--- src/include/msb_defines.svh ---
// Purpose: Constants for the stop and holding-brake sequencer
// Assumes: 200 MHz pclk
// Notes:   Offsets are byte addresses on the APB slave
`ifndef MSB_DEFINES_SVH
`define MSB_DEFINES_SVH

// ====================================================================
// Register offsets
`define MSB_OFF_STOPCFG 12'h000
`define MSB_OFF_TORQUE 12'h004
`define MSB_OFF_SON_WAIT 12'h008
`define MSB_OFF_SOFF_WAIT 12'h00C
`define MSB_OFF_BRK_SPEED 12'h010
`define MSB_OFF_BRK_WAIT 12'h014
`define MSB_OFF_OUT_ALLOC 12'h018
`define MSB_OFF_CONTROL 12'h01C
`define MSB_OFF_STATUS 12'h020

// ====================================================================
// Reset values and limits
`define MSB_RST_OT_SEL 2'h0
`define MSB_RST_AL_SEL 3'h0
`define MSB_RST_TORQUE 9'h12C
`define MSB_MAX_TORQUE 9'h15E
`define MSB_RST_SON_WAIT 12'h000
`define MSB_MAX_SON_WAIT 12'h7D0
`define MSB_RST_SOFF_WAIT 9'h000
`define MSB_MAX_SOFF_WAIT 9'h1F4
`define MSB_RST_BRK_SPEED 7'h64
`define MSB_MIN_BRK_SPEED 7'h0A
`define MSB_MAX_BRK_SPEED 7'h64
`define MSB_RST_BRK_WAIT 16'h0032
`define MSB_RST_OUT_ALLOC 8'hFF
`define MSB_ALLOC_BRAKE 4'h4

// ====================================================================
// Field positions
`define MSB_CTL_SERVO_ON   0
`define MSB_CTL_ALM_RESET  1
`define MSB_CTL_RESTART    2

// ====================================================================
// Timing
`define MSB_CLK_MHZ        200
`define MSB_TICK_US        1000
`define MSB_TICK_CYCLES    (`MSB_CLK_MHZ * `MSB_TICK_US)
`define MSB_STEP_MS        10

`endif

--- src/include/msb_pkg.sv ---
// Purpose: Types for the stop and holding-brake sequencer
// Assumes: Nothing beyond the defines header
// Notes:   Shared by overtravel and alarm
package msb_pkg;

    // ================================================================
    // Stop action while decelerating
    typedef enum logic [1:0] {
        MSB_STOP_NONE,
        MSB_STOP_DB,
        MSB_STOP_COAST,
        MSB_STOP_REVERSE
    } msb_stop_type;

    // State after standstill
    typedef enum logic [1:0] {
        MSB_AFTER_COAST,
        MSB_AFTER_DB,
        MSB_AFTER_CLAMP,
        MSB_AFTER_RUN
    } msb_after_type;

    typedef struct packed {
        msb_stop_type  stop;
        msb_after_type after;
    } msb_plan_type;

    // Drive commands toward the power stage
    typedef struct packed {
        logic       motor_power;
        logic       dyn_brake;
        logic       zero_clamp;
        logic       speed_ref_zero;
        logic       ramp_bypass;
        logic       torque_limit_en;
        logic [8:0] torque_limit;
    } msb_drive_type;

endpackage

--- src/rtl/msb_ms_tick.sv ---
// Purpose: One-millisecond tick from pclk
// Assumes: pclk at 200 MHz
// Notes:   Free-running; frozen by clock enable
`timescale 1ns/1ps
`include "msb_defines.svh"
module msb_ms_tick #(
    parameter int CYCLES = `MSB_TICK_CYCLES
) (
    input  wire logic pclk,
    input  wire logic presetn,
    input  wire logic clk_en,
    output logic      tick
);
    logic [17:0] count;
    logic [17:0] next_count;
    logic        next_tick;

    // ================================================================
    // Counter
    always_comb begin
        next_count = count;
        next_tick  = 1'b0;
        if (clk_en) begin
            if (count == 18'(CYCLES - 1)) begin
                next_count = 18'h00000;
                next_tick  = 1'b1;
            end else begin
                next_count = count + 18'h00001;
            end
        end
    end

    always_ff @(posedge pclk or negedge presetn) begin
        if (!presetn) begin
            count <= 18'h00000;
            tick  <= 1'b0;
        end else begin
            count <= next_count;
            tick  <= next_tick;
        end
    end
endmodule

--- src/rtl/msb_ms_timer.sv ---
// Purpose: Millisecond down-counter with restart
// Assumes: Tick is one pclk cycle wide
// Notes:   Done is a level once the count has run out
`timescale 1ns/1ps
module msb_ms_timer (
    input  wire logic        pclk,
    input  wire logic        presetn,
    input  wire logic        clk_en,
    input  wire logic        tick,
    input  wire logic        start,
    input  wire logic [15:0] load_ms,
    output logic             done
);
    logic [15:0] remain;
    logic [15:0] next_remain;
    logic        running;
    logic        next_running;

    // ================================================================
    // Restart wins over the running count
    always_comb begin
        next_remain  = remain;
        next_running = running;
        if (clk_en) begin
            if (start) begin
                next_remain  = load_ms;
                next_running = 1'b1;
            end else if (running && tick && remain != 16'h0000) begin
                next_remain = remain - 16'h0001;
            end
        end
    end

    always_ff @(posedge pclk or negedge presetn) begin
        if (!presetn) begin
            remain  <= 16'h0000;
            running <= 1'b0;
        end else begin
            remain  <= next_remain;
            running <= next_running;
        end
    end

    assign done = running && (remain == 16'h0000) && !start;
endmodule

--- src/rtl/msb_sequencer.sv ---
// Purpose: Stop-method selection and holding-brake sequencing
// Assumes: Speed comes from same-clock logic
// Notes:   Stop selections are captured only on restart
//
// Overview of operation
// Overtravel applies captured stop select 0 to 3.
// Reverse brake zeroes speed reference and bypasses soft start.
// Second-group alarm applies captured select 0 to 5.
// Warning-mode alarm still latches until manual reset.
// Alarm select 3 or 4 limits stopping torque to reverse brake limit.
// Reverse torque limit 0..350 percent, default 300, immediate.
// Host waits 50 ms plus brake release before references.
// Brake output falls on servo off or alarm; high means released.
// Brake output reaches a pin pair only when allocation code is 4.
// Stopped motor: brake at once on servo off, power after off wait.
// Positive on wait: release brake first, power after that many ms.
// Negative on wait: power at once, release brake after magnitude.
// Alarm cuts motor power at once, ignoring servo off wait; on alarm select 3 or 4 the code keeps motor power on until zero speed.
// Running motor: brake when speed below threshold after power off; on an alarm stop the code brakes only at zero speed.
// Running motor: brake also when brake wait expires; on an alarm stop the code restarts the brake wait every cycle.
// All timers share a 1 ms tick and restart on each new event.
//
// The APB slave port and the register offsets were chosen for this implementation.
`timescale 1ns/1ps
`include "msb_defines.svh"
module msb_sequencer (
    input  wire logic              pclk,
    input  wire logic              presetn,
    input  wire logic              clk_en,
    input  wire logic              psel,
    input  wire logic              penable,
    input  wire logic              pwrite,
    input  wire logic [11:0]       paddr,
    input  wire logic [31:0]       pwdata,
    output logic      [31:0]       prdata,
    output logic                   pready,
    output logic                   pslverr,
    input  wire logic              overtravel_pin,
    input  wire logic              second_group_alarm_pin,
    input  wire logic [15:0]       motor_speed_rpm,
    output msb_pkg::msb_drive_type drive,
    output logic                   brake_release_output,
    output logic      [1:0]        brake_pin_pair
);
    // ================================================================
    // Pin synchronisers
    logic [1:0] ot_sync;
    logic [1:0] al_sync;
    always_ff @(posedge pclk or negedge presetn) begin
        if (!presetn) begin
            ot_sync <= 2'h0;
            al_sync <= 2'h0;
        end else if (clk_en) begin
            ot_sync <= {ot_sync[0], overtravel_pin};
            al_sync <= {al_sync[0], second_group_alarm_pin};
        end
    end
    wire ot_now = ot_sync[1];
    wire al_now = al_sync[1];

    // ================================================================
    // Registers
    logic [1:0]  overtravel_stop_select;
    logic [2:0]  alarm2_stop_select;
    logic [1:0]  ot_pending;
    logic [2:0]  al_pending;
    logic [8:0]  reverse_brake_torque_limit;
    logic [11:0] son_mag;
    logic        son_neg;
    logic [8:0]  servo_off_wait_time;
    logic [6:0]  brake_speed_threshold;
    logic [15:0] brake_wait_time;
    logic [7:0]  output_pin_allocation;
    logic        servo_on_cmd;
    logic        alarm_latch;

    wire wr = psel && penable && pwrite && clk_en;
    wire ctl_wr = wr && paddr == `MSB_OFF_CONTROL;

    // Clamp a written value into its legal range
    function automatic logic [15:0] clamp16(input logic [15:0] v, input logic [15:0] lo,
                                            input logic [15:0] hi);
        clamp16 = (v < lo) ? lo : ((v > hi) ? hi : v);
    endfunction

    // Plan for overtravel
    function automatic msb_pkg::msb_plan_type ot_plan(input logic [1:0] s);
        unique case (s)
            2'h0: ot_plan = '{msb_pkg::MSB_STOP_DB, msb_pkg::MSB_AFTER_COAST};
            2'h1: ot_plan = '{msb_pkg::MSB_STOP_DB, msb_pkg::MSB_AFTER_DB};
            2'h2: ot_plan = '{msb_pkg::MSB_STOP_REVERSE, msb_pkg::MSB_AFTER_CLAMP};
            2'h3: ot_plan = '{msb_pkg::MSB_STOP_REVERSE, msb_pkg::MSB_AFTER_COAST};
        endcase
    endfunction

    // Plan for second-group alarm; codes 6 and 7 fall back to the default
    function automatic msb_pkg::msb_plan_type al_plan(input logic [2:0] s);
        case (s)
            3'h1: al_plan = '{msb_pkg::MSB_STOP_DB, msb_pkg::MSB_AFTER_DB};
            3'h2: al_plan = '{msb_pkg::MSB_STOP_COAST, msb_pkg::MSB_AFTER_COAST};
            3'h3: al_plan = '{msb_pkg::MSB_STOP_REVERSE, msb_pkg::MSB_AFTER_DB};
            3'h4: al_plan = '{msb_pkg::MSB_STOP_REVERSE, msb_pkg::MSB_AFTER_COAST};
            3'h5: al_plan = '{msb_pkg::MSB_STOP_NONE, msb_pkg::MSB_AFTER_RUN};
            default: al_plan = '{msb_pkg::MSB_STOP_DB, msb_pkg::MSB_AFTER_COAST};
        endcase
    endfunction

    // Next-value logic for the register file
    logic [1:0]  next_ot_sel, next_ot_pend;
    logic [2:0]  next_al_sel, next_al_pend;
    logic [8:0]  next_torque, next_soff;
    logic [11:0] next_son_mag;
    logic        next_son_neg, next_servo_on, next_alarm_latch;
    logic [6:0]  next_spd;
    logic [15:0] next_bwait;
    logic [7:0]  next_alloc;
    logic [11:0] son_in;
    always_comb begin
        next_ot_sel = overtravel_stop_select;
        next_al_sel = alarm2_stop_select;
        next_ot_pend = ot_pending;
        next_al_pend = al_pending;
        next_torque = reverse_brake_torque_limit;
        next_son_mag = son_mag;
        next_son_neg = son_neg;
        next_soff = servo_off_wait_time;
        next_spd = brake_speed_threshold;
        next_bwait = brake_wait_time;
        next_alloc = output_pin_allocation;
        next_servo_on = servo_on_cmd;
        next_alarm_latch = alarm_latch;
        son_in = pwdata[31] ? 12'(-pwdata[11:0]) : pwdata[11:0];
        if (wr) begin
            unique case (paddr)
                `MSB_OFF_STOPCFG: begin
                    next_ot_pend = pwdata[1:0];
                    next_al_pend = pwdata[6:4];
                end
                `MSB_OFF_TORQUE: next_torque = 9'(clamp16(pwdata[15:0], 16'h0000, 16'(`MSB_MAX_TORQUE)));
                `MSB_OFF_SON_WAIT: begin
                    next_son_mag = 12'(clamp16({4'h0, son_in}, 16'h0000, 16'(`MSB_MAX_SON_WAIT)));
                    next_son_neg = pwdata[31];
                end
                `MSB_OFF_SOFF_WAIT: next_soff = 9'(clamp16(pwdata[15:0], 16'h0000, 16'(`MSB_MAX_SOFF_WAIT)));
                `MSB_OFF_BRK_SPEED: next_spd = 7'(clamp16(pwdata[15:0], 16'(`MSB_MIN_BRK_SPEED),
                                                         16'(`MSB_MAX_BRK_SPEED)));
                `MSB_OFF_BRK_WAIT: next_bwait = pwdata[15:0];
                `MSB_OFF_OUT_ALLOC: next_alloc = pwdata[7:0];
                `MSB_OFF_CONTROL: next_servo_on = pwdata[`MSB_CTL_SERVO_ON];
                default: ;
            endcase
        end
        // Selections take effect only at restart
        if (ctl_wr && pwdata[`MSB_CTL_RESTART]) begin
            next_ot_sel = ot_pending;
            next_al_sel = al_pending;
        end
        // Latched even in warning mode; a live alarm beats the reset
        if (ctl_wr && pwdata[`MSB_CTL_ALM_RESET])
            next_alarm_latch = 1'b0;
        if (clk_en && al_now)
            next_alarm_latch = 1'b1;
    end

    always_ff @(posedge pclk or negedge presetn) begin
        if (!presetn) begin
            overtravel_stop_select <= `MSB_RST_OT_SEL;
            alarm2_stop_select <= `MSB_RST_AL_SEL;
            ot_pending <= `MSB_RST_OT_SEL;
            al_pending <= `MSB_RST_AL_SEL;
            reverse_brake_torque_limit <= `MSB_RST_TORQUE;
            son_mag <= `MSB_RST_SON_WAIT;
            son_neg <= 1'b0;
            servo_off_wait_time <= `MSB_RST_SOFF_WAIT;
            brake_speed_threshold <= `MSB_RST_BRK_SPEED;
            brake_wait_time <= `MSB_RST_BRK_WAIT;
            output_pin_allocation <= `MSB_RST_OUT_ALLOC;
            servo_on_cmd <= 1'b0;
            alarm_latch <= 1'b0;
        end else begin
            overtravel_stop_select <= next_ot_sel;
            alarm2_stop_select <= next_al_sel;
            ot_pending <= next_ot_pend;
            al_pending <= next_al_pend;
            reverse_brake_torque_limit <= next_torque;
            son_mag <= next_son_mag;
            son_neg <= next_son_neg;
            servo_off_wait_time <= next_soff;
            brake_speed_threshold <= next_spd;
            brake_wait_time <= next_bwait;
            output_pin_allocation <= next_alloc;
            servo_on_cmd <= next_servo_on;
            alarm_latch <= next_alarm_latch;
        end
    end

    // ================================================================
    // Shared tick and three restartable timers
    logic tick;
    msb_ms_tick u_tick (
        .pclk    (pclk),
        .presetn (presetn),
        .clk_en  (clk_en),
        .tick    (tick)
    );

    typedef enum logic [2:0] {
        SQ_OFF, SQ_ON_WAIT, SQ_ON, SQ_OFF_WAIT, SQ_BRAKE_WAIT
    } msb_seq_type;
    msb_seq_type state, next_state;

    logic son_start, soff_start, bwait_start;
    logic son_done, soff_done, bwait_done;
    msb_ms_timer u_son (
        .pclk(pclk), .presetn(presetn), .clk_en(clk_en), .tick(tick),
        .start(son_start), .load_ms({4'h0, son_mag}), .done(son_done)
    );
    msb_ms_timer u_soff (
        .pclk(pclk), .presetn(presetn), .clk_en(clk_en), .tick(tick),
        .start(soff_start), .load_ms(16'(servo_off_wait_time * `MSB_STEP_MS)),
        .done(soff_done)
    );
    msb_ms_timer u_bwait (
        .pclk(pclk), .presetn(presetn), .clk_en(clk_en), .tick(tick),
        .start(bwait_start), .load_ms(16'(brake_wait_time * `MSB_STEP_MS)),
        .done(bwait_done)
    );

    // ================================================================
    // Stop-method selection; a warning-mode alarm does not stop
    msb_pkg::msb_plan_type ap, op;
    logic alarm_stop, stopping, moving, below;
    always_comb begin
        ap = al_plan(alarm2_stop_select);
        op = ot_plan(overtravel_stop_select);
        alarm_stop = alarm_latch && ap.stop != msb_pkg::MSB_STOP_NONE;
        moving = motor_speed_rpm != 16'h0000;
        below  = motor_speed_rpm < {9'h000, brake_speed_threshold};
    end

    // Power and brake sequencing
    logic power, release_brk, next_power, next_release;
    always_comb begin
        next_state   = state;
        next_power   = power;
        next_release = release_brk;
        son_start    = 1'b0;
        soff_start   = 1'b0;
        bwait_start  = 1'b0;
        stopping     = alarm_stop || ot_now;
        if (clk_en) begin
            if (alarm_stop) begin
                next_power   = 1'b0;
                next_release = 1'b0;
                next_state   = SQ_OFF;
                if (release_brk && moving) begin
                    next_release = 1'b1;
                    bwait_start  = 1'b1;
                    next_state   = SQ_BRAKE_WAIT;
                end
            end else begin
                unique case (state)
                    SQ_OFF: if (servo_on_cmd) begin
                        son_start    = 1'b1;
                        next_state   = SQ_ON_WAIT;
                        next_release = !son_neg || son_mag == 12'h000;
                        next_power   = son_neg || son_mag == 12'h000;
                    end
                    SQ_ON_WAIT: if (!servo_on_cmd) begin
                        next_state   = SQ_OFF;
                        next_release = 1'b0;
                        next_power   = 1'b0;
                    end else if (son_done) begin
                        next_release = 1'b1;
                        next_power   = 1'b1;
                        next_state   = SQ_ON;
                    end
                    SQ_ON: if (!servo_on_cmd) begin
                        if (moving) begin
                            next_power  = 1'b0;
                            bwait_start = 1'b1;
                            next_state  = SQ_BRAKE_WAIT;
                        end else begin
                            next_release = 1'b0;
                            soff_start   = 1'b1;
                            next_state   = SQ_OFF_WAIT;
                        end
                    end
                    SQ_OFF_WAIT: if (soff_done) begin
                        next_power = 1'b0;
                        next_state = SQ_OFF;
                    end
                    SQ_BRAKE_WAIT: if (below || bwait_done) begin
                        next_release = 1'b0;
                        next_state   = SQ_OFF;
                    end
                endcase
            end
        end
    end

    always_ff @(posedge pclk or negedge presetn) begin
        if (!presetn) begin
            state <= SQ_OFF;
            power <= 1'b0;
            release_brk <= 1'b0;
        end else begin
            state <= next_state;
            power <= next_power;
            release_brk <= next_release;
        end
    end

    // ================================================================
    // Drive commands; reverse brake zeroes speed and bypasses ramp
    msb_pkg::msb_drive_type next_drive;
    msb_pkg::msb_plan_type  pl;
    always_comb begin
        pl = alarm_stop ? ap : op;
        next_drive = '0;
        next_drive.motor_power  = power;
        next_drive.torque_limit = reverse_brake_torque_limit;
        if (stopping) begin
            if (pl.stop == msb_pkg::MSB_STOP_REVERSE && moving) begin
                next_drive.motor_power     = 1'b1;
                next_drive.speed_ref_zero  = 1'b1;
                next_drive.ramp_bypass     = 1'b1;
                next_drive.torque_limit_en = 1'b1;
            end else if (pl.stop == msb_pkg::MSB_STOP_DB && moving) begin
                next_drive.dyn_brake = 1'b1;
                next_drive.motor_power = 1'b0;
            end else if (!moving) begin
                next_drive.dyn_brake  = pl.after == msb_pkg::MSB_AFTER_DB;
                next_drive.zero_clamp = pl.after == msb_pkg::MSB_AFTER_CLAMP;
                next_drive.motor_power = pl.after == msb_pkg::MSB_AFTER_CLAMP;
            end
            if (alarm_stop && pl.stop != msb_pkg::MSB_STOP_REVERSE)
                next_drive.motor_power = 1'b0;
        end
    end

    // Output registers and APB read data
    logic [31:0] next_prdata;
    always_comb begin
        next_prdata = 32'h00000000;
        if (psel && !penable && !pwrite) begin
            unique case (paddr)
                `MSB_OFF_STOPCFG:   next_prdata = {25'h0, al_pending, 2'h0, ot_pending};
                `MSB_OFF_TORQUE:    next_prdata = {23'h0, reverse_brake_torque_limit};
                `MSB_OFF_SON_WAIT:  next_prdata = son_neg ? 32'(-{20'h0, son_mag})
                                                          : {20'h0, son_mag};
                `MSB_OFF_SOFF_WAIT: next_prdata = {23'h0, servo_off_wait_time};
                `MSB_OFF_BRK_SPEED: next_prdata = {25'h0, brake_speed_threshold};
                `MSB_OFF_BRK_WAIT:  next_prdata = {16'h0, brake_wait_time};
                `MSB_OFF_OUT_ALLOC: next_prdata = {24'h0, output_pin_allocation};
                `MSB_OFF_CONTROL:   next_prdata = {31'h0, servo_on_cmd};
                `MSB_OFF_STATUS:    next_prdata = {22'h0, alarm2_stop_select,
                                                   overtravel_stop_select, state,
                                                   alarm_latch, release_brk};
                default: ;
            endcase
        end
    end

    always_ff @(posedge pclk or negedge presetn) begin
        if (!presetn) begin
            drive  <= '0;
            prdata <= 32'h00000000;
        end else if (clk_en) begin
            drive  <= next_drive;
            prdata <= next_prdata;
        end
    end

    // Brake on a pin pair only where allocated
    assign brake_release_output = release_brk;
    assign brake_pin_pair[0] = release_brk && output_pin_allocation[3:0] == `MSB_ALLOC_BRAKE;
    assign brake_pin_pair[1] = release_brk && output_pin_allocation[7:4] == `MSB_ALLOC_BRAKE;
    assign pready  = clk_en;
    assign pslverr = psel && penable && paddr > `MSB_OFF_STATUS;
endmodule

--- config.mk ---
export PLATFORM = sky130hd
export DESIGN_NAME = msb_sequencer
export DESIGN_NICKNAME = d
export VERILOG_FILES = /design/src/include/msb_pkg.sv /design/src/rtl/msb_ms_tick.sv /design/src/rtl/msb_ms_timer.sv /design/src/rtl/msb_sequencer.sv
export VERILOG_INCLUDE_DIRS = /design/src /design/src/include
export SDC_FILE = /design/constraint.sdc
export NUM_CORES = 1
export LEC_CHECK = 0
export ABC_AREA = 1
export BUFFER_PORTS_ARGS = -buffer_cell sky130_fd_sc_hd__buf_2
export CAP_MARGIN = 25
export CORE_MARGIN = 2
export CORE_UTILIZATION = 36
export DETAILED_ROUTE_END_ITERATION = 8
export HOLD_SLACK_MARGIN = 0.06
export SYNTH_ARGS = -nofsm -noshare
export SYNTH_HDL_FRONTEND = slang
export SYNTH_HIERARCHICAL = 1
export SYNTH_SLANG_ARGS = --single-unit
export TNS_END_PERCENT = 50
--- constraint.sdc ---
create_clock -name pclk -period 2.8 [get_ports pclk]
set_clock_uncertainty 0.15 [all_clocks]
set_input_delay 0.56 -clock pclk [delete_from_list [all_inputs] [get_ports pclk]]
set_output_delay 0.56 -clock pclk [all_outputs]
set_load 0.02 [all_outputs]
Word-level counts from Yosys, hierarchy flattened
Index checks and enable logic that the tools add are counted.
{ "classes": {"add_sub_neg": 6, "mul": 2, "n_lt_le_gt_ge": 8, "n_eq_ne": 35, "n_mux": 72, "n_reduce_logical": 74} }
{ "op_table": {"columns": ["operator", "n"], "rows": [
  ["32-bit case mux with 9 select lines", 1],
  ["16-bit two-way mux", 6],
  ["32-bit two-way mux", 2],
  ["16-bit nonzero test", 4],
  ["12-bit by 5-bit equality test with 1-bit output, second input constant", 4],
  ["16-bit zero test", 3],
  ["16-bit by 1-bit subtractor with 16-bit output, second input constant", 3],
  ["9-bit two-way mux", 4],
  ["1-bit two-way mux", 34],
  ["3-bit two-way mux", 11],
  ["16-bit by 9-bit > comparator with 1-bit output, second input constant", 2],
  ["12-bit negator with 32-bit output", 1],
  ["1-bit logical AND", 29],
  ["2-bit AND reduction", 14],
  ["12-bit by 4-bit equality test with 1-bit output, second input constant", 2],
  ["12-bit zero test", 2],
  ["12-bit two-way mux", 2],
  ["4-bit case mux with 5 select lines", 1],
  ["18-bit by 1-bit adder with 18-bit output, second input constant", 1],
  ["18-bit equality test, second input constant", 1],
  ["18-bit two-way mux", 1],
  ["3-bit inequality test, second input constant", 6],
  ["16-bit by 7-bit > comparator with 1-bit output, second input constant", 1],
  ["16-bit by 1-bit less-than comparator with 1-bit output, second input constant", 1],
  ["32 further kinds", 61]
]} }
{ "totals": {"regBits": 200, "out_inout_bits": 52, "word_cells": 231} }

Depth between registers and ports, before layout
Gate-level depths: netlist of the first run.
{ "depth": {"depth_word": 12} }

Cells and area by module
Netlist of the first run, hierarchy kept.
{ "modules_own_cells": {"columns": ["module", "instances", "cells_per_inst", "area_per_inst_um2", "seq_area_each_um2"], "rows": [
  ["msb_sequencer", 1, 1029, 7866.3, 3100.5],
  ["msb_ms_timer", 3, 216, 1333.8, 425.4],
  ["msb_ms_tick", 1, 164, 1159.9, 475.5]
]} }

Worst setup path before layout of the first run
OpenSTA, ideal clock, no wires.
{ "synth_path": {"path_type": "in2reg", "startpoint": "input port clk_en", "endpoint": "register u_bwait.remain[7]", "setup_ns": 0.074, "t_arrival_ns": 3.055, "t_required_ns": 2.576, "slack_ns": -0.479, "stages": 19, "cell_sequence": "buf_4 inv_2 clkbuf_1 nor3_1 buf_2 clkbuf_1 nor4_1 nor2_1 nand2_1 nand2_1 nor2_2 nand3_1 inv_1 buf_2 nand2_1 nand2_4 buf_6 nand2_1 o21ai_2"} }
{ "synth_via": {"elab_chain_len": 3, "elab_cells_between_ends": 4} }
{ "synth_rtl": {"columns": ["item", "line_no", "text"], "rows": [
  ["start, declared", "msb_sequencer.sv:29", "input wire logic clk_en,"],
  ["1-bit two-way mux (*)", "msb_sequencer.sv:251", "if (clk_en) begin"],
  ["net bwait_start", "msb_sequencer.sv:212", "logic son_start, soff_start, bwait_start;"],
  ["2-bit nonzero test (no source line)", null, null],
  ["2-bit AND reduction (no source line)", null, null],
  ["end signal, assigned", "msb_ms_timer.sv:39", "remain <= next_remain;"],
  ["end, declared", "msb_ms_timer.sv:14", "logic [15:0] remain;"]
]} }
Mark *: on every way through the listed nets, which the timed path passes. The rest lies on a longest branch.
A chain may end at the register's enable or synchronous reset.

==> qor_table.md, run 1 <==
| Step | Parameter | This run |
|:---|:---|:---|
| synthesis | Post-synth EDFFs | 0 |
| worst setup path | Worst reg2reg startpoint | u_son/remain[0] |
| worst setup path | Critical path start-end classification | flop to flop |
| hold path | Hold path depth | 3 |
| power | Total leakage power | 8.31 nW |
| floorplanning | Starting utilization of the core area | 0.366 |
| worst setup path | Req. time, crit path | 2.99 ns |
| global routing | Pin count of the biggest net entering global routing | 64 |
| power | Switching component of the power | 1.75 mW |
| synthesis | Number of synthesized register bits | 193 |
| worst setup path | Element type at the critical path end | flop |
| synthesis | Prevailing post-synth register cell | sky130_fd_sc_hd__dfrtp_1 |
| final layout | Ratio of cells with drive above 1 in the final layout | 0.230 |
| sta | Maximum achievable frequency | 363 MHz |
| floorplanning | DIE HEIGHT | 194 um |
| worst setup path | CP Launch Type | flop |
| route | Routed wirelength normalized by instance count | 15.6 um |
| worst setup path | Crit Path Max Fanout | 8 |
| worst setup path | Buffers and inverters on the worst path | 7 |
| power | Maximum ir drop on the vdd rail | 0.335 mV |
| power | Sw Ratio | 0.287 |
| placed design | Total placed instance area | 14900 um2 |
| final layout | Number of nets in the layout | 2197 |
| flow run | Max cap viols | 0 |
| sta | Unrepaired setup endpoints after global routing | yes |
| sta | Final Cycle Share | 0.983 |
| power | Clk network pwr share | 0.425 |
| route | Residual DRC | 0 |
| synthesis | Synthesized instance count | 1841 |
| hold path | Worst min-delay path class | primary input to flop |
| synthesis | Sequential fraction of the synthesis area | 0.372 |
| final layout | Growth of design area from synthesis to finish | 23.5% |
| placed design | Final estimated routing congestion in global placement | 0.935 |
| worst setup path | Number of cells on the critical path | 20 |
| route | Final wirelength | 39800 um |
| worst setup path | Category of cells accounting for the largest share of critical-path delay | simple AND/OR/NAND/NOR gates |
| cts | Library cell used as clock root buffer | sky130_fd_sc_hd__clkbuf_16 |
| synthesis | Largest cells by area after synthesis | sky130_fd_sc_hd__dfrtp_1, sky130_fd_sc_hd__nand2_1, sky130_fd_sc_hd__nand3_1 |
| floorplanning | I/O Pins | 120 |
| floorplanning | Total Die Area | 37700 um2 |
| sta | Final-report max-slew violation count | 0 |
| floorplanning | Total core area | 35600 um2 |
| sta | Setup-violating endpoint count in the final report | 0 |
| route | Via count | 12800 |
| global routing | Vias in the first global route | 12400 |
| route | Via/cell ratio | 5.03 |
| synthesis | Yosys cell types | 54 |
| cts | H-tree levels | 4 |
| cts | Number of sinks on the clock net | 193 |
| run status | Status | complete, no violations |
| sta | Transition time at the pin with the least slew margin | 0.629 ns |
| worst setup path | Number of cell instances on the worst register-to-register path | 20 |
| cts | TritonCTS clock tree | yes |
| sta | Final setup margin | 0.0474 ns |
| worst setup path | Worst stage delay on the critical path | 0.39 ns |
| hold path | Launch instance of the worst min-delay path | second_group_alarm_pin |
| synthesis | Share of async-settable or async-resettable flops after synthesis | 1.00 |
| sta | Max transition margin | 0.579 |
| worst setup path | Slowest CP cell | sky130_fd_sc_hd__dfrtp_1 |
| sta | Final total negative setup slack | 0 ns |
| power | Sequential share of power | 0.478 |
| floorplanning | Horizontal die dimension | 194 um |
| global routing | Global-route wire length before repair | 64100 um |
| synthesis | Dominant cell type by area after synthesis | sky130_fd_sc_hd__dfrtp_1 |
| power | Part of the total power dissipated in combinational logic | 0.097 |
| global routing | Number of antenna violations at the first check in global routing | 6 |
| placed design | Number of buffers inserted by port buffering | 104 |
| placed design | Worst slack after detailed placement | -0.592 ns |
| route | Number of design-rule violations left by the first detailed-router iteration | 865 |
| synthesis | Warnings, synthesis | 6 |
| cts | Inserted Clock Buffers | 17 |
| final layout | Non-Filler Cell Area, Final | 16100 um2 |
| sta | Final worst path period need | 2.75 ns |
| power | Power per standard cell area | 380 nW/um2 |
| worst setup path | Critical path cell sequence | inv_2 -> ha_4 -> inv_2 -> nor2_4 -> nand3_4 -> nor2_4 -> nand2_2 -> nor4_2 -> inv_1 -> nand2_1 -> o211ai_1 -> nor2_2 -> nand3_4 -> inv_4 -> buf_8 -> buf_4 -> clkbuf_16 -> o21ai_0 -> nand2_1 -> o21ai_2 |
| synthesis | Most instantiated cells after synthesis | sky130_fd_sc_hd__nand2_1, sky130_fd_sc_hd__nor2_1, sky130_fd_sc_hd__nand3_1, sky130_fd_sc_hd__inv_1, sky130_fd_sc_hd__dfrtp_1 |
| cts | Clock transition at the registers of the reported paths | 0.08 ns |
| route | Drt first pass iters | 5 |
| synthesis | Cell with the most instances after synthesis | sky130_fd_sc_hd__nand2_1 |
| placed design | Total half-perimeter wirelength after legalization and detailed placement | 30300 um |
| sta | Final Hold Viols | 0 |
| worst setup path | Worst setup startpoint | u_son/remain[0] |
| global routing | Tot GR Track Use | 0.211 |
| route | Final ANT Viol Nets | 0 |
| cts | Clock tree buffer depth | 2 |
| worst setup path | Crit path arrival time | 2.94 ns |
| floorplanning | Floorplan row count | 69 |
| power | Total internal power | 4.36 mW |
| global routing | Grt total ovfl | 0 |
| synthesis | Post-Syn Area per Cell | 7.08 um2 |
| synthesis | Synthesized area | 13000 um2 |
| synthesis | Share of Yosys cell area claimed by the top area cell type | 0.336 |
| cts | Clock Latency Late Sink | 0.45 ns |
## worst reg2reg max path, stage by stage, from the launching register on
cell and delay, ns:
sky130_fd_sc_hd__dfrtp_1 0.39, sky130_fd_sc_hd__inv_2 0.08, sky130_fd_sc_hd__ha_4 0.13, sky130_fd_sc_hd__inv_2 0.04, sky130_fd_sc_hd__nor2_4 0.12, sky130_fd_sc_hd__nand3_4 0.10, sky130_fd_sc_hd__nor2_4 0.11, sky130_fd_sc_hd__nand2_2 0.08
sky130_fd_sc_hd__nor4_2 0.14, sky130_fd_sc_hd__inv_1 0.10, sky130_fd_sc_hd__nand2_1 0.07, sky130_fd_sc_hd__o211ai_1 0.11, sky130_fd_sc_hd__nor2_2 0.21, sky130_fd_sc_hd__nand3_4 0.11, sky130_fd_sc_hd__inv_4 0.08, sky130_fd_sc_hd__buf_8 0.12
sky130_fd_sc_hd__buf_4 0.14, sky130_fd_sc_hd__clkbuf_16 0.15, sky130_fd_sc_hd__o21ai_0 0.07, sky130_fd_sc_hd__nand2_1 0.08, sky130_fd_sc_hd__o21ai_2 0.05
## path summary, 6_finish.rpt
check / endpoint / slack (ns)
max: u_bwait/remain[0] / 0.05
min reg2reg: drive[0] / 0.33
max reg2reg: u_bwait/remain[0] / 0.05
min: al_sync[0] / 0.17
max in group asynchronous: reverse_brake_torque_limit[2] / 1.25
min in group asynchronous: u_bwait/remain[7] / 0.52
## placed cells by master, fill, tap and decap left out, drive strengths merged, types with 3 or more instances in the layout
master  synthesis  layout
inv           216     221
xor2           25      25
clkinv          2      11
conb            1       9
nor2          222     222
o21bai          4       4
a22o            3       3
o21a            3       3
diode           0       3
nand4          21      21
clkbuf         14      21
a22oi          10      10
dfstp          18      18
or2             3       3
buf            28     244
dfrtp         175     175
nand3         188     188
o211ai          5       5
o21ai         139     139
nor4            8       8
nor3           17      17
xnor2           6       6
o22ai          14      14
nand2         602     602
nand3b         11      11
a21oi          40      40
ha             52      52
## per-layer routing
| layer | track usage | share of wire | wire [um] | vias up |
|---|---|---|---|---|
| met4 | 0.0634 | 0.023 | 921 | 6 |
| met5 | 0 | 0.00070 | 28 | - |
| met2 | 0.337 | 0.45 | 17900 | 316 |
| met3 | 0.0449 | 0.063 | 2490 | 60 |
| li1 | - | - | - | 6411 |
| met1 | 0.286 | 0.46 | 18400 | 6052 |
## power by group through the flow
stage / combinational, mW / sequential [mW] / clock, mW
6_report: 0.593 / 2.92 / 2.60
5_1_grt: 0.673 / 2.93 / 2.77
4_1_cts: 0.597 / 2.92 / 2.66
3_5_place_dp: 0.591 / 2.97 / 0
3_3_place_gp: 0.581 / 2.97 / 0
2_1_floorplan: 0.329 / 2.97 / 0
## sequential cells by signal, summed over array words and instances (netlist names), 3 cells and up
| signal | cells |
|---|---|
| al_pending | 3 |
| alarm2_stop_select | 3 |
| son_mag | 12 |
| brake_wait_time | 16 |
| prdata | 27 |
| u_tick/count | 18 |
| servo_off_wait_time | 9 |
| state | 3 |
| brake_speed_threshold | 7 |
| output_pin_allocation | 8 |
| reverse_brake_torque_limit | 9 |
| drive | 13 |
| u_bwait/remain | 16 |
| u_soff/remain | 16 |
| u_son/remain | 16 |
## per-stage QoR
step	hold WS, ns	power [mW]	utilization	cells
4_1_cts	0.166	6.18	0.442	2533
2_1_floorplan	0.114	3.30	-	1849
3_5_place_dp	0.311	3.57	0.420	2494
6_report	0.172	6.11	0.452	2552
3_3_place_gp	0.302	3.55	0.420	2494
5_1_grt	0.171	6.38	0.452	2550
## cell families (layout without fill, tap and decap cells)
kind of cell	after synthesis	count (layout)	synth area share
buffers and inverters	260	499	0.0832
adders and majority gates	54	54	0.0530
and+or+nand+nor	1073	1073	0.365
xor gates and xnor gates	31	31	0.0208
DFF	193	193	0.372
other	1	12	0.000288
AOI/OAI and AO/OA	229	229	0.105
## area by class of cell
cell class                 instances  area, um2
fill                            3582      19500
multi-input combinational       1396       7410
sequential                       193       4850
timing repair buffer             249       1770
inverter                         218        836
tap                              461        577
clock buffer                      17        425
clock inverter                    15        215
antenna                            3       7.51
## repair_timing
action / 4_1_cts / 5_1_grt
gates resized for setup: 20 / 47
pin swaps: 13 / 22
setup endpoints to repair: 21 / 18
hold endpoints to repair: 55 / 0
buffers inserted: 6 / 15
cloned: 0 / 3
hold buffers: 1 / 0
No activity file was read; power rests on OpenSTA's default activity.
==> inputs of run 2 (changes only) <==
Settings changed: CORE_ASPECT_RATIO set to 1.75.
==> qor_table.md, run 2 (same netlist as run 1, synthesis figures left out) <==
| Step | Parameter | This run |
|:---|:---|:---|
| final layout | Number of flip-flops in the largest register | 27 |
| global routing | Grt total ovfl | 0 |
| sta | Final-report max-slew violation count | 0 |
| worst setup path | Worst stage delay on the critical path | 0.38 ns |
| worst setup path | Crit path arrival time | 2.92 ns |
| cts | Clock transition at the registers of the reported paths | 0.08 ns |
| worst setup path | Worst setup startpoint | u_son/remain[1] |
| final layout | Utilization of the core after routing | 0.437 |
| worst setup path | Crit Path Max Fanout | 7 |
| global routing | Tot GR Track Use | 0.221 |
| sta | Final worst path period need | 2.72 ns |
| floorplanning | Total Die Area | 37800 um2 |
| final layout | Area taken by multi-input logic gates | 7360 um2 |
| floorplanning | Total core area | 35800 um2 |
| final layout | Growth of design area from synthesis to finish | 20.1% |
| placed design | Final estimated routing congestion in global placement | 0.973 |
| sta | Final Cycle Share | 0.973 |
| flow run | Max cap viols | 0 |
| worst setup path | Req. time, crit path | 3.00 ns |
| sta | Unrepaired setup endpoints after global routing | yes |
| worst setup path | Category of cells accounting for the largest share of critical-path delay | simple AND/OR/NAND/NOR gates |
| final layout | Count of non-filler cells in the finished layout | 2519 |
| sta | Final total negative setup slack | 0 ns |
| sta | Setup-violating endpoint count in the final report | 0 |
| final layout | Ratio of cells with drive above 1 in the final layout | 0.214 |
| cts | TritonCTS clock tree | yes |
| worst setup path | Slowest CP cell | sky130_fd_sc_hd__dfrtp_1 |
| sta | Transition time at the pin with the least slew margin | 0.731 ns |
| power | Maximum ir drop on the vdd rail | 0.401 mV |
| cts | Clock Latency Late Sink | 0.46 ns |
| floorplanning | Floorplan row count | 92 |
| global routing | Global-route wire length before repair | 66000 um |
| placed design | Number of cells after detailed placement | 2475 |
| route | Final wirelength | 41100 um |
| sta | Maximum achievable frequency | 367 MHz |
| cts | Number of sinks on the clock net | 193 |
| route | Via/cell ratio | 5.04 |
| hold path | Launch instance of the worst min-delay path | overtravel_pin |
| final layout | Total inserted antenna cells | 0 |
| final layout | Sequential Area | 4850 um2 |
| route | Via count | 12700 |
| worst setup path | Worst reg2reg startpoint | u_son/remain[1] |
| cts | Library cell used as clock root buffer | sky130_fd_sc_hd__clkbuf_16 |
| placed design | Number of buffers inserted by port buffering | 104 |
| cts | H-tree levels | 4 |
| power | Total leakage power | 8.10 nW |
| route | Routed wirelength normalized by instance count | 16.3 um |
| cts | Inserted Clock Buffers | 17 |
| global routing | Vias in the first global route | 12500 |
| final layout | Fill cell total of the finished layout | 3672 |
| worst setup path | Critical path start-end classification | flop to flop |
| placed design | Total half-perimeter wirelength after legalization and detailed placement | 32200 um |
| route | Final ANT Viol Nets | 0 |
| route | Number of design-rule violations left by the first detailed-router iteration | 851 |
| floorplanning | I/O Pins | 120 |
| power | Sum of internal, switching and leakage power | 6.09 mW |
| worst setup path | Critical path cell sequence | inv_2 -> ha_4 -> inv_2 -> nor2_4 -> nand3_2 -> nor2_4 -> nand2_2 -> nor4_2 -> inv_1 -> nand2_1 -> o211ai_1 -> nor2_2 -> nand3_2 -> clkinv_4 -> inv_8 -> buf_6 -> nand2_2 -> nand3_2 -> nand2_1 -> nand2_1 |
| final layout | Largest register by flop count | prdata |
| worst setup path | CP Launch Type | flop |
| run status | Status | complete, no violations |
| power | Power per standard cell area | 389 nW/um2 |
| final layout | Most common library cell in the layout ignoring fill and taps | sky130_fd_sc_hd__nand2_1 |
| route | Drt first pass iters | 6 |
| hold path | Worst min-delay path class | primary input to flop |
| global routing | Number of antenna violations at the first check in global routing | 0 |
| final layout | Most used cells in the layout excluding fill and tap cells | sky130_fd_sc_hd__nand2_1, sky130_fd_sc_hd__nor2_1, sky130_fd_sc_hd__dfrtp_1 |
| global routing | Pin count of the biggest net entering global routing | 82 |
| floorplanning | Horizontal die dimension | 148 um |
| sta | Final Hold Viols | 0 |
| final layout | Number of nets in the layout | 2158 |
| placed design | Worst slack after detailed placement | -1.01 ns |
| route | Residual DRC | 0 |
| cts | Clock tree buffer depth | 2 |
| worst setup path | Element type at the critical path end | flop |
| floorplanning | Starting utilization of the core area | 0.364 |
| final layout | Regs by FF count | prdata x27, u_tick/count x18 |
| sta | Final setup margin | 0.0763 ns |
| worst setup path | Buffers and inverters on the worst path | 6 |
| sta | Max transition margin | 0.513 |
| floorplanning | DIE HEIGHT | 256 um |
==> run 2: report_power, final <==
part / total [mW] / internal [mW] / switching (mW)
clock: 2.55 / 1.25 / 1.30
combinational: 0.606 / 0.198 / 0.408
sequential: 2.93 / 2.85 / 0.0730
total: 6.09 / 4.31 / 1.78
==> run 2: final cells by class <==
type / count / area share
tap: 470 / 0.0376
inverter: 218 / 0.0536
sequential: 193 / 0.310
multi-input combinational: 1396 / 0.470
clock inverter: 13 / 0.0101
clock buffer: 19 / 0.0290
timing repair buffer: 210 / 0.0895
==> run 2: per-layer routing <==
layer / vias to the layer above / GRT usage / part of all wire
li1: 6316 / - / -
met1: 5941 / 0.261 / 0.40
met2: 335 / 0.391 / 0.52
met3: 104 / 0.0303 / 0.039
met4: 0 / 0.108 / 0.049
met5: - / 0 / 0
==> run 2: final timing paths <==
kind,slack [ns],cells after the start,to
hold reg to reg,0.33,2,ot_sync[0]
hold / removal,0.19,3,ot_sync[0]
setup reg to reg,0.08,20,u_bwait/remain[12]
max in group asynchronous,1.17,3,output_pin_allocation[0]
min in group asynchronous,0.55,2,prdata[28]
setup / recovery,0.08,20,u_bwait/remain[12]
==> run 2: metrics by stage <==
stage,hold slack [ns],area [um2]
finish,0.185,15600
global route,0.196,15600
CTS,0.158,15600
detailed placement,0.312,14700
global placement,0.309,14700
floorplan,0.114,13200
==> run 2: what timing repair did <==
item                                    4_1_cts  5_1_grt
gates resized for setup                      40       14
pin swaps                                    15        7
cloned                                        0        0
buffers inserted                              7        5
hold buffers                                  1        0
hold endpoints to repair                     62        0
endpoints found under the setup margin       21       18
==> run 2: worst min-delay path: cells and delay by family <==
kind / cells / cell delay, ns
buf+inv: 1 / 0.08
simple gates: 2 / 0.13
